### config.mk
export PLATFORM = sky130hd
export DESIGN_NAME = flash_sector_select_status
export DESIGN_NICKNAME = d
export VERILOG_FILES = /design/src/common/flash_sector_pkg.sv /design/src/rtl/flash_sector_select_status.sv /design/src/rtl/sector_status_bank.sv
export VERILOG_INCLUDE_DIRS = /design/src /design/src/common
export SDC_FILE = /design/constraint.sdc
export NUM_CORES = 1
export LEC_CHECK = 0
export BUFFER_PORTS_ARGS = -buffer_cell sky130_fd_sc_hd__buf_2
export CAP_MARGIN = 0
export CELL_PAD_IN_SITES_DETAIL_PLACEMENT = 1
export CELL_PAD_IN_SITES_GLOBAL_PLACEMENT = 1
export CORE_UTILIZATION = 38
export CTS_CLUSTER_DIAMETER = 150
export CTS_CLUSTER_SIZE = 30
export DETAILED_ROUTE_END_ITERATION = 16
export HOLD_SLACK_MARGIN = 0.15
export PLACE_DENSITY = 0.94
export SLEW_MARGIN = 40
export SYNTH_ARGS = -nofsm -noshare
export SYNTH_HDL_FRONTEND = slang
export SYNTH_SLANG_ARGS = --single-unit
### constraint.sdc
create_clock -name sys_clk -period 4 [get_ports sys_clk]
set_input_delay 0.6 -clock sys_clk [delete_from_list [all_inputs] [get_ports sys_clk]]
set_output_delay 0.6 -clock sys_clk [all_outputs]
set_load 0.005 [all_outputs]
### src/common/flash_sector_map.svh
`ifndef FLASH_SECTOR_MAP_SVH
`define FLASH_SECTOR_MAP_SVH

// --------------------------------------------------------------
// register offsets
// --------------------------------------------------------------
`define OP_CTRL_HIGH_OFS 24'h0e0002
`define SEL_LOW_OFS      24'h0e0004
`define SEL_HIGH_OFS     24'h0e0006

// --------------------------------------------------------------
// field positions and widths
// --------------------------------------------------------------
`define MOD_SEL_BIT      0
`define BANK_LO_STAT_BIT 8
`define BANK_HI_STAT_BIT 9
`define EXT_LO_SECTORS   3
`define MAIN_LO_SECTORS  10
`define HI_SECTORS       2

// --------------------------------------------------------------
// reset values
// --------------------------------------------------------------
`define SEL_RESET        16'h0000
`define MOD_SEL_RESET    1'b0

`endif

### src/common/flash_sector_pkg.sv
package flash_sector_pkg;

    // register port request
    typedef struct packed {
        logic [23:0] addr;
        logic [15:0] wdata;
        logic        wr;
        logic        rd;
    } bus_req_s;

    // events and flags from the write controller
    typedef struct packed {
        logic op_start;
        logic op_erase;
        logic op_done;
        logic error_flag;
        logic suspend_flag;
    } ctl_in_s;

    // status bits split by meaning
    typedef struct packed {
        logic [15:0] err_low;
        logic [15:0] err_high;
        logic [15:0] suspend_flag_low;
        logic [15:0] suspend_flag_high;
    } meaning_s;

    typedef enum logic [1:0] {
        OP_IDLE,
        OP_ERASE,
        OP_PROG
    } op_state_e;

endpackage : flash_sector_pkg

### src/rtl/flash_sector_select_status.sv
`timescale 1ns/100ps
`include "flash_sector_map.svh"

module flash_sector_select_status (
    input  wire logic                       sys_clk,
    input  wire logic                       arst_n,
    input  wire flash_sector_pkg::bus_req_s bus,
    output logic                     [15:0] rd_data,
    input  wire flash_sector_pkg::ctl_in_s  ctl,
    output logic                            module_select,
    output logic                            erase_active,
    output flash_sector_pkg::meaning_s      meaning
);

    // ----------------------------------------------------------
    // state
    // ----------------------------------------------------------
    logic                        mod_sel_r;
    logic                        mod_sel_nxt;
    flash_sector_pkg::op_state_e state_r;
    flash_sector_pkg::op_state_e state_nxt;
    logic [15:0]                 rdata_r;
    logic [15:0]                 rdata_nxt;
    flash_sector_pkg::meaning_s  meaning_r;
    flash_sector_pkg::meaning_s  meaning_nxt;
    logic                        wr_ctrl;
    logic                        wr_low;
    logic                        wr_high;
    logic                        erase_run;
    logic [15:0]                 low_view  [2];
    logic [15:0]                 high_view [2];
    logic [15:0]                 cur_low;
    logic [15:0]                 cur_high;

    // address decode
    assign wr_ctrl = bus.wr && (bus.addr == `OP_CTRL_HIGH_OFS);
    assign wr_low  = bus.wr && (bus.addr == `SEL_LOW_OFS);
    assign wr_high = bus.wr && (bus.addr == `SEL_HIGH_OFS);

    // erase is no longer running in the cycle it completes
    assign erase_run = (state_r == flash_sector_pkg::OP_ERASE) && !ctl.op_done;

    // ----------------------------------------------------------
    // one status set per flash module, 0 extension, 1 main
    // ----------------------------------------------------------
    for (genvar g = 0; g < 2; g++) begin : g_mod
        sector_status_bank #(
            .LO_W (g ? `MAIN_LO_SECTORS : `EXT_LO_SECTORS),
            .HI_W (`HI_SECTORS)
        ) u_bank (
            .sys_clk    (sys_clk),
            .arst_n     (arst_n),
            .sel        (mod_sel_r == 1'(g)),
            .wr_low     (wr_low),
            .wr_high    (wr_high),
            .wdata      (bus.wdata),
            .erasing    (erase_run),
            .op_done    (ctl.op_done),
            .error_flag (ctl.error_flag),
            .low_view   (low_view[g]),
            .high_view  (high_view[g])
        );
    end

    // view of the selected module
    assign cur_low  = low_view[mod_sel_r];
    assign cur_high = high_view[mod_sel_r];

    // ----------------------------------------------------------
    // operation tracking and module select
    // ----------------------------------------------------------
    always_comb begin
        state_nxt   = state_r;
        mod_sel_nxt = mod_sel_r;
        case (state_r)
            flash_sector_pkg::OP_IDLE: begin
                if (ctl.op_start) begin
                    state_nxt = ctl.op_erase ? flash_sector_pkg::OP_ERASE
                                             : flash_sector_pkg::OP_PROG;
                end
            end
            flash_sector_pkg::OP_ERASE,
            flash_sector_pkg::OP_PROG: begin
                if (ctl.op_done) begin
                    state_nxt = flash_sector_pkg::OP_IDLE;
                end
            end
            default: begin
                state_nxt = flash_sector_pkg::OP_IDLE;
            end
        endcase
        if (ctl.op_done) begin
            mod_sel_nxt = 1'b0;
        end
        // a software write in the completion cycle wins
        if (wr_ctrl) begin
            mod_sel_nxt = bus.wdata[`MOD_SEL_BIT];
        end
    end

    always_ff @(posedge sys_clk or negedge arst_n) begin
        if (!arst_n) begin
            state_r   <= flash_sector_pkg::OP_IDLE;
            mod_sel_r <= `MOD_SEL_RESET;
        end else begin
            state_r   <= state_nxt;
            mod_sel_r <= mod_sel_nxt;
        end
    end

    // ----------------------------------------------------------
    // read port and status meaning
    // ----------------------------------------------------------
    always_comb begin
        rdata_nxt = 16'h0000;                    // unmapped reads return zero
        if (bus.rd) begin
            case (bus.addr)
                `OP_CTRL_HIGH_OFS: rdata_nxt[`MOD_SEL_BIT] = mod_sel_r;
                `SEL_LOW_OFS:      rdata_nxt = cur_low;
                `SEL_HIGH_OFS:     rdata_nxt = cur_high;
                default:           rdata_nxt = 16'h0000;
            endcase
        end
        meaning_nxt = '0;
        // error outranks suspend; with neither flag the bits mean nothing
        if (ctl.error_flag) begin
            meaning_nxt.err_low  = cur_low;
            meaning_nxt.err_high = cur_high;
        end else if (ctl.suspend_flag) begin
            meaning_nxt.suspend_flag_low  = cur_low;
            meaning_nxt.suspend_flag_high = cur_high;
        end
    end

    always_ff @(posedge sys_clk or negedge arst_n) begin
        if (!arst_n) begin
            rdata_r   <= 16'h0000;
            meaning_r <= '0;
        end else begin
            rdata_r   <= rdata_nxt;
            meaning_r <= meaning_nxt;
        end
    end

    assign rd_data       = rdata_r;
    assign meaning       = meaning_r;
    assign module_select = mod_sel_r;
    assign erase_active  = (state_r == flash_sector_pkg::OP_ERASE);
endmodule : flash_sector_select_status

### src/rtl/sector_status_bank.sv
`timescale 1ns/100ps
`include "flash_sector_map.svh"

module sector_status_bank #(
    parameter int LO_W = `EXT_LO_SECTORS,
    parameter int HI_W = `HI_SECTORS
) (
    input  wire logic        sys_clk,
    input  wire logic        arst_n,
    input  wire logic        sel,
    input  wire logic        wr_low,
    input  wire logic        wr_high,
    input  wire logic [15:0] wdata,
    input  wire logic        erasing,
    input  wire logic        op_done,
    input  wire logic        error_flag,
    output logic      [15:0] low_view,
    output logic      [15:0] high_view
);

    logic [LO_W-1:0] low_r;
    logic [LO_W-1:0] low_nxt;
    logic [HI_W-1:0] hi_r;
    logic [HI_W-1:0] hi_nxt;
    logic [1:0]      bank_r;
    logic [1:0]      bank_nxt;

    // sector selection, bank status, clear on clean completion
    always_comb begin
        low_nxt  = low_r;
        hi_nxt   = hi_r;
        bank_nxt = bank_r;
        if (sel && wr_low) begin
            low_nxt = wdata[LO_W-1:0];
        end
        if (sel && wr_high) begin
            hi_nxt = wdata[HI_W-1:0];      // bank bits are hardware only
        end
        if (sel && op_done && !error_flag) begin
            low_nxt  = '0;
            hi_nxt   = '0;
            bank_nxt = 2'h0;
        end
        // set after clear so a status event is never lost
        if (sel && erasing) begin
            bank_nxt = bank_r | {|hi_nxt, |low_nxt};
        end
    end

    always_ff @(posedge sys_clk or negedge arst_n) begin
        if (!arst_n) begin
            low_r  <= '0;
            hi_r   <= '0;
            bank_r <= 2'h0;
        end else begin
            low_r  <= low_nxt;
            hi_r   <= hi_nxt;
            bank_r <= bank_nxt;
        end
    end

    // zero-filled views, reserved positions stay zero
    always_comb begin
        low_view                      = `SEL_RESET;
        high_view                     = `SEL_RESET;
        low_view[LO_W-1:0]            = low_r;
        high_view[HI_W-1:0]           = hi_r;
        high_view[`BANK_LO_STAT_BIT]  = bank_r[0];
        high_view[`BANK_HI_STAT_BIT]  = bank_r[1];
    end

endmodule : sector_status_bank
==> results_dict.tcl, run 1 <==
set metrics [dict create \
    clock.fmax_ghz 0.4400 \
    crit_path_start_kind "primary input" \
    tightest_slew_ns 0.7645 \
    worstReg2RegStart "module_select$_DFFE_PN0P_" \
    grt-ovfl-total 0 \
    syn_inst 286 \
    synthArstFlopShare_pct 100.0 \
    totalPowerFinal_mw 1.340 \
    setup_ws_ns 1.727 \
    final_core_util_pct 46.70 \
    slew_viol_final 0 \
    routed_wl_mm 7.573 \
    pre_cts_ws_ns 1.328 \
    worst-setup-path-type "primary input to register" \
    fin_worst_skew_ns 0.003961 \
    hold_viol_final 0 \
    drt_iter0_markers 160 \
    setup_tns_ns 0 \
    status "finished, final reports clean" \
    clk_latency_ns 0.35 \
    cts_resized 0 \
    powerDensity_mw_per_mm2 371.4 \
    finalCritPeriodShare_pct 56.82 \
    cts_setup_buffers 0 \
    ir_drop_uv 174.9 \
    route.vias.total 2340 \
    p_leak_nw 1.969 \
    ios 131 \
    synth_warnings 0 \
    htreeDepth 3 \
    die_area_sq_mm 0.008386 \
    finalSetupViolations 0 \
    end_kind "register" \
    initial_core_util_pct 39.46 \
    wire_per_inst_um 15.84 \
    cts_hold_buf 0 \
    syn_to_final_growth_pct 18.34 \
    vias_per_cell 4.895 \
    synth-edff-count 0 \
    track_usage_pct 19.09 \
    place_inst 462 \
    post-route-drc-count 0 \
    yosysUniqueCellTypes 43 \
    rsz0062_at_grt "no" \
    hold_class "primary input to asynchronous set/reset pin" \
    grt_max_degree 45 \
    drv_cap 0 \
    crit_path_max_fanout 7 \
    gp_congestion 0.8460 \
    arrival_ns 2.53 \
    nets 422 \
    period_needed_ns 2.273 \
    cts_made_buffers 9 \
    ys_seq_area_share_pct 50.88 \
    die_height_um 91.58 \
    ys_seq_elements 62 \
    fin_cells 478 \
    clock-root-buffer "clkbuf_8" \
    die_w_um 91.58 \
    ctsLongestPathBuffers 2 \
    placed_area_sq_mm 0.003401 \
    drive_above_1_share_pct 29.79 \
    io_buffers 82 \
    clkSlewWorstSetupHoldPaths_ns 0.07 \
    grt_pass1_wl_mm 11.90 \
    synth_top_flop_cell "dfrtp_1" \
    finish.instance_area_sq_mm 0.003608 \
    avgSynthCellArea_sq_um 10.66 \
    clock-sinks 62 \
    antenna_cells 0 \
    antenna_found_initial 0 \
    netlist_area_sq_mm 0.003049 \
    relSlewSlack_pct 48.64 \
    grt_pass1_vias 2404 \
    hold_slack_ns 0.1777 \
    cts_tree "yes" \
    core-area_sq_mm 0.007727 \
    rows 32 \
    drtAntennaViolNets 0 \
    required_ns 4.26 \
    first_pass_iters 4 \
    hpwlAfterDp_mm 5.719 \
    critPathLaunch "bus[21]" \
]
[layer usage]
metal,vias to the layer above,part of all wire [%],track usage [%]
met1,1147,39,19.92
met3,10,6.8,5.611
met5,-,0,0
met2,114,53,35.46
met4,0,1.5,7.672
li1,1069,-,-
[cells by family (layout without fill, tap and decap cells)]
family          count (synthesis)  after routing  share of synthesized area, %
buf+inv                        60            109                         12.80
simple gates                  115            115                         21.83
flops                          62             62                         50.88
fa+ha+maj                       2              2                        0.8205
mux                            29             29                         10.01
other cells                     1             42                        0.1230
compound gates                 17             17                         3.529
[final timing paths]
| check | endpoint | slack, ns | depth (start not counted) |
|---|---|---|---|
| max | rd_data[8]$_DFF_PN0_ | 1.73 | 6 |
| min | g_mod[1].u_bank.low_r[9]$_DFF_PN0_ | 0.18 | 1 |
| max reg2reg | g_mod[1].u_bank.low_r[5]$_DFF_PN0_ | 1.85 | 5 |
| min reg2reg | state_r[1]$_DFFE_PN0P_ | 0.50 | 2 |
| max in group asynchronous | module_select$_DFFE_PN0P_ | 2.92 | 2 |
| min in group sys_clk | state_r[1]$_DFFE_PN0P_ | 0.47 | 2 |
[critical path: stages]
cell,delay (ns)
buf_2,0.10
or4_1,0.58
nor4_4,0.43
nand3_1,0.17
nor3_2,0.45
o2bb2ai_1,0.20
[cells in the final DEF (no fill, tap or decap), types with 2 or more instances in the layout]
cell type and n:
mux2_2 2, nor2_1 33, nand3_1 7, buf_2 82, a31oi_1 2, clkinvlp_4 3
nor4_1 7, o2bb2ai_1 2, and2_1 5, nor2b_1 10, ha_1 2, o21ai_0 5
nand2_1 9, and3_1 14, dfrtp_1 61, inv_1 9, mux2i_1 26, buf_4 2
nand4b_1 3, nand2b_1 6, conb_1 42, a21oi_1 4, clkbuf_8 10, nor3_1 2
or4_1 6
[registers in the layout (all words and copies together), names as in the netlist]
name                 count
g_mod.u_bank.bank_r      4
g_mod.u_bank.hi_r        4
module_select            1
state_r                  2
g_mod.u_bank.low_r      13
meaning                 28
rd_data                 10
[synthesized netlist by cell type, types with 2 or more instances]
library cell,number,area [sq um]
mux2i_1,26,260.3
nor2_1,33,123.9
a31oi_1,2,12.51
and2_1,5,31.28
nand4b_1,3,26.28
o21ai_0,5,25.02
nor2b_1,10,62.56
nor4_1,7,43.79
and3_1,14,87.58
nand2_1,9,33.78
buf_4,42,315.3
o2bb2ai_1,2,17.52
or4_1,6,45.04
dfrtp_1,62,1551
nand3_1,7,35.03
a21oi_1,4,20.02
nor3_1,2,10.01
nand2b_1,6,37.54
inv_1,9,33.78
mux2_2,2,22.52
clkbuf_1,7,26.28
ha_1,2,25.02
[where the power goes]
| group | switching (mW) | internal (mW) |
|---|---|---|
| clock network | 0.261 | 0.307 |
| logic | 0.0858 | 0.0444 |
| registers | 0.00586 | 0.636 |
| total | 0.353 | 0.987 |
[final cells by class]
cell class | instances | area, sq um
repair buffers | 84 | 425.4
multi-input cells | 205 | 1261
clock buffers | 10 | 137.6
well taps | 102 | 127.6
clock inverters | 6 | 70.07
fillers | 891 | 4119
flip-flops and latches | 62 | 1553
inverters | 9 | 33.78
Power figures use the tool's default switching activity.
==> inputs of run 2 (changes only) <==
- CORE_UTILIZATION: 38 -> 32
- PLACE_DENSITY: 0.94 -> 0.85
- clock period: 4 -> 1.9 ns (I/O delays scaled with it)
==> run 2 against run 1 <==
Net effect:
- non-clock buffer count up 15
- via count up 1.2%
- hold slack improved by 0.033 ns
- clock power rose to 2.5 times the previous value
- register-to-register slack worse by 1.5 ns
- wire length shrank 0.45%
- cell count up 8.8%
- sequential share of layout area is 2.5 points lower
- combinational power is 120% higher
- critical endpoint is now g_mod[1].u_bank.low_r[2]$_DFF_PN0_
- critical path depth increased by 1
- largest cell class unchanged
- clock skew up 0.0072 ns
==> results_dict.tcl, run 2 (synthesis gave the netlist of run 1 again) <==
set metrics [dict create \
    critPathLaunch "bus[21]" \
    htreeDepth 3 \
    totalPowerFinal_mw 3.049 \
    layout_commonest_cell "buf_2" \
    hold_class "primary input to register" \
    hpwlAfterDp_mm 5.603 \
    tightest_slew_ns 0.4969 \
    arrival_ns 2.01 \
    worstReg2RegStart "module_select$_DFFE_PN0P_" \
    first_pass_iters 4 \
    relSlewSlack_pct 66.62 \
    crit_path_start_kind "primary input" \
    final_cell_mix "buf_2, dfrtp_1, conb_1" \
    hold_viol_final 0 \
    clock-sinks 62 \
    wire_per_inst_um 14.50 \
    vias_per_cell 4.556 \
    core-area_sq_mm 0.009240 \
    fin_cells 520 \
    ir_drop_uv 291.6 \
    rsz0062_at_grt "no" \
    grt_max_degree 63 \
    status "finished, final reports clean" \
    setup_tns_ns 0 \
    cts_setup_buffers 0 \
    gp_congestion 0.8008 \
    p_leak_nw 2.077 \
    post-route-drc-count 0 \
    clkSlewWorstSetupHoldPaths_ns 0.08 \
    drv_cap 0 \
    powerDensity_mw_per_mm2 796.5 \
    io_buffers 82 \
    hold_path.startpoint "bus[9]" \
    fin_worst_skew_ns 0.01113 \
    grt-ovfl-total 0 \
    ios 131 \
    place_inst 502 \
    grt_pass1_vias 2430 \
    period_needed_ns 1.785 \
    nets 437 \
    drt_iter0_markers 54 \
    slew_viol_final 0 \
    finalCritPeriodShare_pct 93.94 \
    clock-root-buffer "clkbuf_8" \
    grt_pass1_wl_mm 12.16 \
    die_height_um 99.62 \
    clk_latency_ns 0.35 \
    die_w_um 99.62 \
    die_area_sq_mm 0.009923 \
    routed_wl_mm 7.539 \
    rows 35 \
    required_ns 2.13 \
    drtAntennaViolNets 0 \
    largest_reg_flops 28 \
    drive_above_1_share_pct 31.97 \
    finalSetupViolations 0 \
    worst-setup-path-type "primary input to register" \
    fillers 1086 \
    cts_tree "yes" \
    crit_path_max_fanout 11 \
    antenna_cells 0 \
    initial_core_util_pct 33.00 \
    antenna_found_initial 0 \
    syn_to_final_growth_pct 25.56 \
    route.vias.total 2369 \
    clock.fmax_ghz 0.5602 \
    track_usage_pct 16.11 \
    cts_made_buffers 9 \
    end_kind "register" \
    ctsLongestPathBuffers 2 \
]
[run 2: cell count changes in the layout (fill, tap and decap cells not counted), sizes merged]
cell,change
clkbuf,-1
clkinvlp,-3
clkinv,+2
buf,+13
bufinv,+2
dlygate4sd3,+2
[run 2: final cells by class]
class / instances / area [sq um] / share of cell area [%]
clock buffer: 9 / 123.9 / 3.235
clock inverter: 7 / 121.4 / 3.170
inverter: 9 / 33.78 / 0.8824
multi-input combinational: 205 / 1269 / 33.14
sequential: 62 / 1551 / 40.52
tap: 129 / 161.4 / 4.216
timing repair buffer: 99 / 568.0 / 14.84
[run 2: power breakdown]
group	internal (mW)	leakage (nW)	total [mW]	switching, mW
clock	0.877	0.124	1.42	0.539
sequential	1.34	0.860	1.35	0.0136
combinational	0.101	1.09	0.281	0.180
total	2.32	2.08	3.05	0.733
[run 2: final timing paths]
| path | slack (ns) | end | cells after the start |
|---|---|---|---|
| worst max-delay path | 0.12 | g_mod[1].u_bank.low_r[2]$_DFF_PN0_ | 7 |
| max in group asynchronous | 1.15 | g_mod[0].u_bank.hi_r[0]$_DFF_PN0_ | 3 |
| worst max register to register | 0.33 | g_mod[0].u_bank.bank_r[0]$_DFFE_PN0P_ | 6 |
| worst min register to register | 0.49 | state_r[1]$_DFFE_PN0P_ | 2 |
| worst min-delay path | 0.21 | g_mod[1].u_bank.low_r[7]$_DFF_PN0_ | 3 |
| min in group asynchronous | 0.48 | meaning[23]$_DFF_PN0_ | 3 |
[run 2: timing repair]
item	4_1_cts	5_1_grt
resized for setup	0	0
hold buffers	2	0
hold endpoints to repair	63	0
[run 2: routing by layer]
| metal | global-route usage (%) | part of all wire (%) |
|---|---|---|
| met4 | 8.484 | 2.3 |
| met5 | 0 | 0 |
| met3 | 4.568 | 6.6 |
| met1 | 17.92 | 41 |
| met2 | 27.99 | 50 |
[run 2: critical path, stage by stage]
cell and delay, ns:
buf_2 0.11, or4_4 0.53, nor4_4 0.28, buf_4 0.18, and3_4 0.32, mux2i_1 0.24
nor2_1 0.06
[run 2: per-stage QoR]
step | hold WS, ns | worst slack (ns) | utilization (%) | area, sq um
finish | 0.2107 | 0.1151 | 41.44 | 3829
global route | 0.2153 | 0.06077 | 41.44 | 3829
CTS | 0.1965 | 0.09785 | 41.44 | 3829
detailed placement | 0.3164 | -0.2522 | 38.56 | 3563
global placement | 0.3151 | -0.2494 | 38.56 | 3563
floorplan | -0.01059 | -0.02809 | - | 3214
==> inputs of run 3 (changes only) <==
- PLACE_DENSITY: 0.85 -> 0.78
- clock period: 1.9 -> 1.61 ns (I/O delays scaled with it)
==> run 3 against run 2 <==
Net effect:
- the flow now finishes with violations (negative setup slack)
- largest power group is now sequential cells
- register-to-register slack got worse by 0.25 ns
- critical endpoint is now g_mod[1].u_bank.low_r[6]$_DFF_PN0_
- wire length rose by 2.9%
- non-clock buffer count rose by 2
==> results_dict.tcl, run 3 (synthesis gave the netlist of run 1 again) <==
set metrics [dict create \
    cp_slowest_cell "or4_4" \
    ios 131 \
    setup_ws_ns -0.04541 \
    grt_max_degree 46 \
    io_buffers 82 \
    drtAntennaViolNets 0 \
    rsz0062_at_grt "yes" \
    finalSetupViolations 14 \
    hold_viol_final 0 \
    clk_latency_ns 0.34 \
    finalCritPeriodShare_pct 102.8 \
    cts_made_buffers 9 \
    worst-setup-path-type "primary input to register" \
    worstPathCellList "buf_6 > or4_4 > nor4_4 > buf_6 > and3_4 > mux2i_1 > nor2_1" \
    ctsLongestPathBuffers 2 \
    nets 440 \
    slew_viol_final 0 \
    crit_top_cell "buf_6" \
    cts_tree "yes" \
    rows 35 \
    violations "negative setup slack" \
    first_pass_iters 4 \
    powerDensity_mw_per_mm2 814.3 \
    final_cell_mix "buf_2, dfrtp_1, conb_1" \
    antenna_found_initial 0 \
    track_usage_pct 16.69 \
    ir_drop_uv 297.8 \
    grt_pass1_vias 2485 \
    grt-ovfl-total 0 \
    post-route-drc-count 0 \
    syn_to_final_growth_pct 27.86 \
    antenna_cells 0 \
    largest_reg_flops 28 \
    grt_pass1_wl_mm 12.42 \
    die_height_um 99.62 \
    vias_per_cell 4.549 \
    die_area_sq_mm 0.009923 \
    clock-root-buffer "clkbuf_8" \
    clock-sinks 62 \
    hold_class "primary input to register" \
    wire_per_inst_um 14.83 \
    route.vias.total 2379 \
    fillers 1049 \
    clkSlewWorstSetupHoldPaths_ns 0.07 \
    fin_worst_skew_ns 0.007324 \
    drt_iter0_markers 80 \
    placed_area_sq_mm 0.003616 \
    routed_wl_mm 7.755 \
    hold_slack_ns 0.1747 \
    core-area_sq_mm 0.009240 \
    drive_above_1_share_pct 35.03 \
    slowest_delay_ns 0.53 \
    p_leak_nw 2.097 \
    status "finished, violations left" \
    layout_commonest_cell "buf_2" \
    required_ns 1.84 \
    initial_core_util_pct 33.00 \
    period_needed_ns 1.655 \
    drv_cap 0 \
    end_kind "register" \
    finish.instance_area_sq_mm 0.003899 \
    htreeDepth 3 \
    final_core_util_pct 42.19 \
    arrival_ns 1.88 \
    clock.fmax_ghz 0.6041 \
    gp_congestion 0.8084 \
    die_w_um 99.62 \
    crit_path_max_fanout 7 \
    crit_path_start_kind "primary input" \
    hpwlAfterDp_mm 5.971 \
    totalPowerFinal_mw 3.175 \
]
-- run 3: cell count changes in the layout (fill, tap and decap cells not counted), moves of 3 or more --
cell,previous run,this run
or4_4,2,6
or4_1,5,1
buf_2,82,78
buf_6,0,6
bufinv_16,3,0
clkinvlp_4,0,4
-- run 3: path summary, 6_finish.rpt --
check	slack, ns	endpoint	from	cells after the start
worst max-delay path	-0.05	g_mod[1].u_bank.low_r[6]$_DFF_PN0_	bus[25]	7
worst min-delay path	0.17	g_mod[1].u_bank.low_r[3]$_DFF_PN0_	bus[5]	3
worst max register to register	0.08	g_mod[1].u_bank.low_r[6]$_DFF_PN0_	module_select$_DFFE_PN0P_	5
worst min register to register	0.50	state_r[1]$_DFFE_PN0P_	state_r[1]$_DFFE_PN0P_	2
max in group asynchronous	0.67	g_mod[0].u_bank.low_r[2]$_DFF_PN0_	arst_n	3
min in group asynchronous	0.36	meaning[19]$_DFF_PN0_	arst_n	2
-- run 3: what timing repair did --
| item | 4_1_cts | 5_1_grt |
|---|---|---|
| setup endpoints to repair | 20 | 30 |
| gates resized for setup | 6 | 6 |
| endpoints found under the hold margin | 19 | 0 |
| hold buffers | 2 | 0 |
| gates cloned | 1 | 0 |
| pin swaps | 10 | 10 |
| setup buffers | 1 | 0 |
-- run 3: cell type report --
cell class / instances / area, sq um / area share [%]
clock buffers: 10 / 137.6 / 3.530
clock inverters: 6 / 47.55 / 1.220
inverters: 9 / 33.78 / 0.8665
multi-input cells: 206 / 1339 / 34.34
flip-flops and latches: 62 / 1551 / 39.79
well taps: 129 / 161.4 / 4.140
repair buffers: 101 / 628.1 / 16.11
-- run 3: layer usage --
layer	part of all wire [%]	GRT usage, %
met2	52	29.86
met4	2.4	7.919
met3	6.4	5.060
met5	0	0
met1	40	18.00
-- run 3: power by group --
part | switching (mW) | leakage, nW | internal (mW)
registers | 0.0170 | 0.860 | 1.58
clock network | 0.628 | 0.0807 | 0.603
logic | 0.215 | 1.16 | 0.132
-- run 3: worst max-delay path: cells and delay by family --
family | cells | cell delay (ns)
muxes | 1 | 0.22
and+or+nand+nor | 4 | 1.17
buffers and inverters | 2 | 0.25
-- run 3: stage by stage --
stage	instances	worst slack (ns)	TNS [ns]
floorplan	327	-0.2746	-5.339
detailed placement	503	-0.4742	-12.43
finish	523	-0.04541	-0.2913
global placement	503	-0.4245	-11.73
CTS	523	-0.05669	-0.2516
global route	523	-0.08597	-1.024
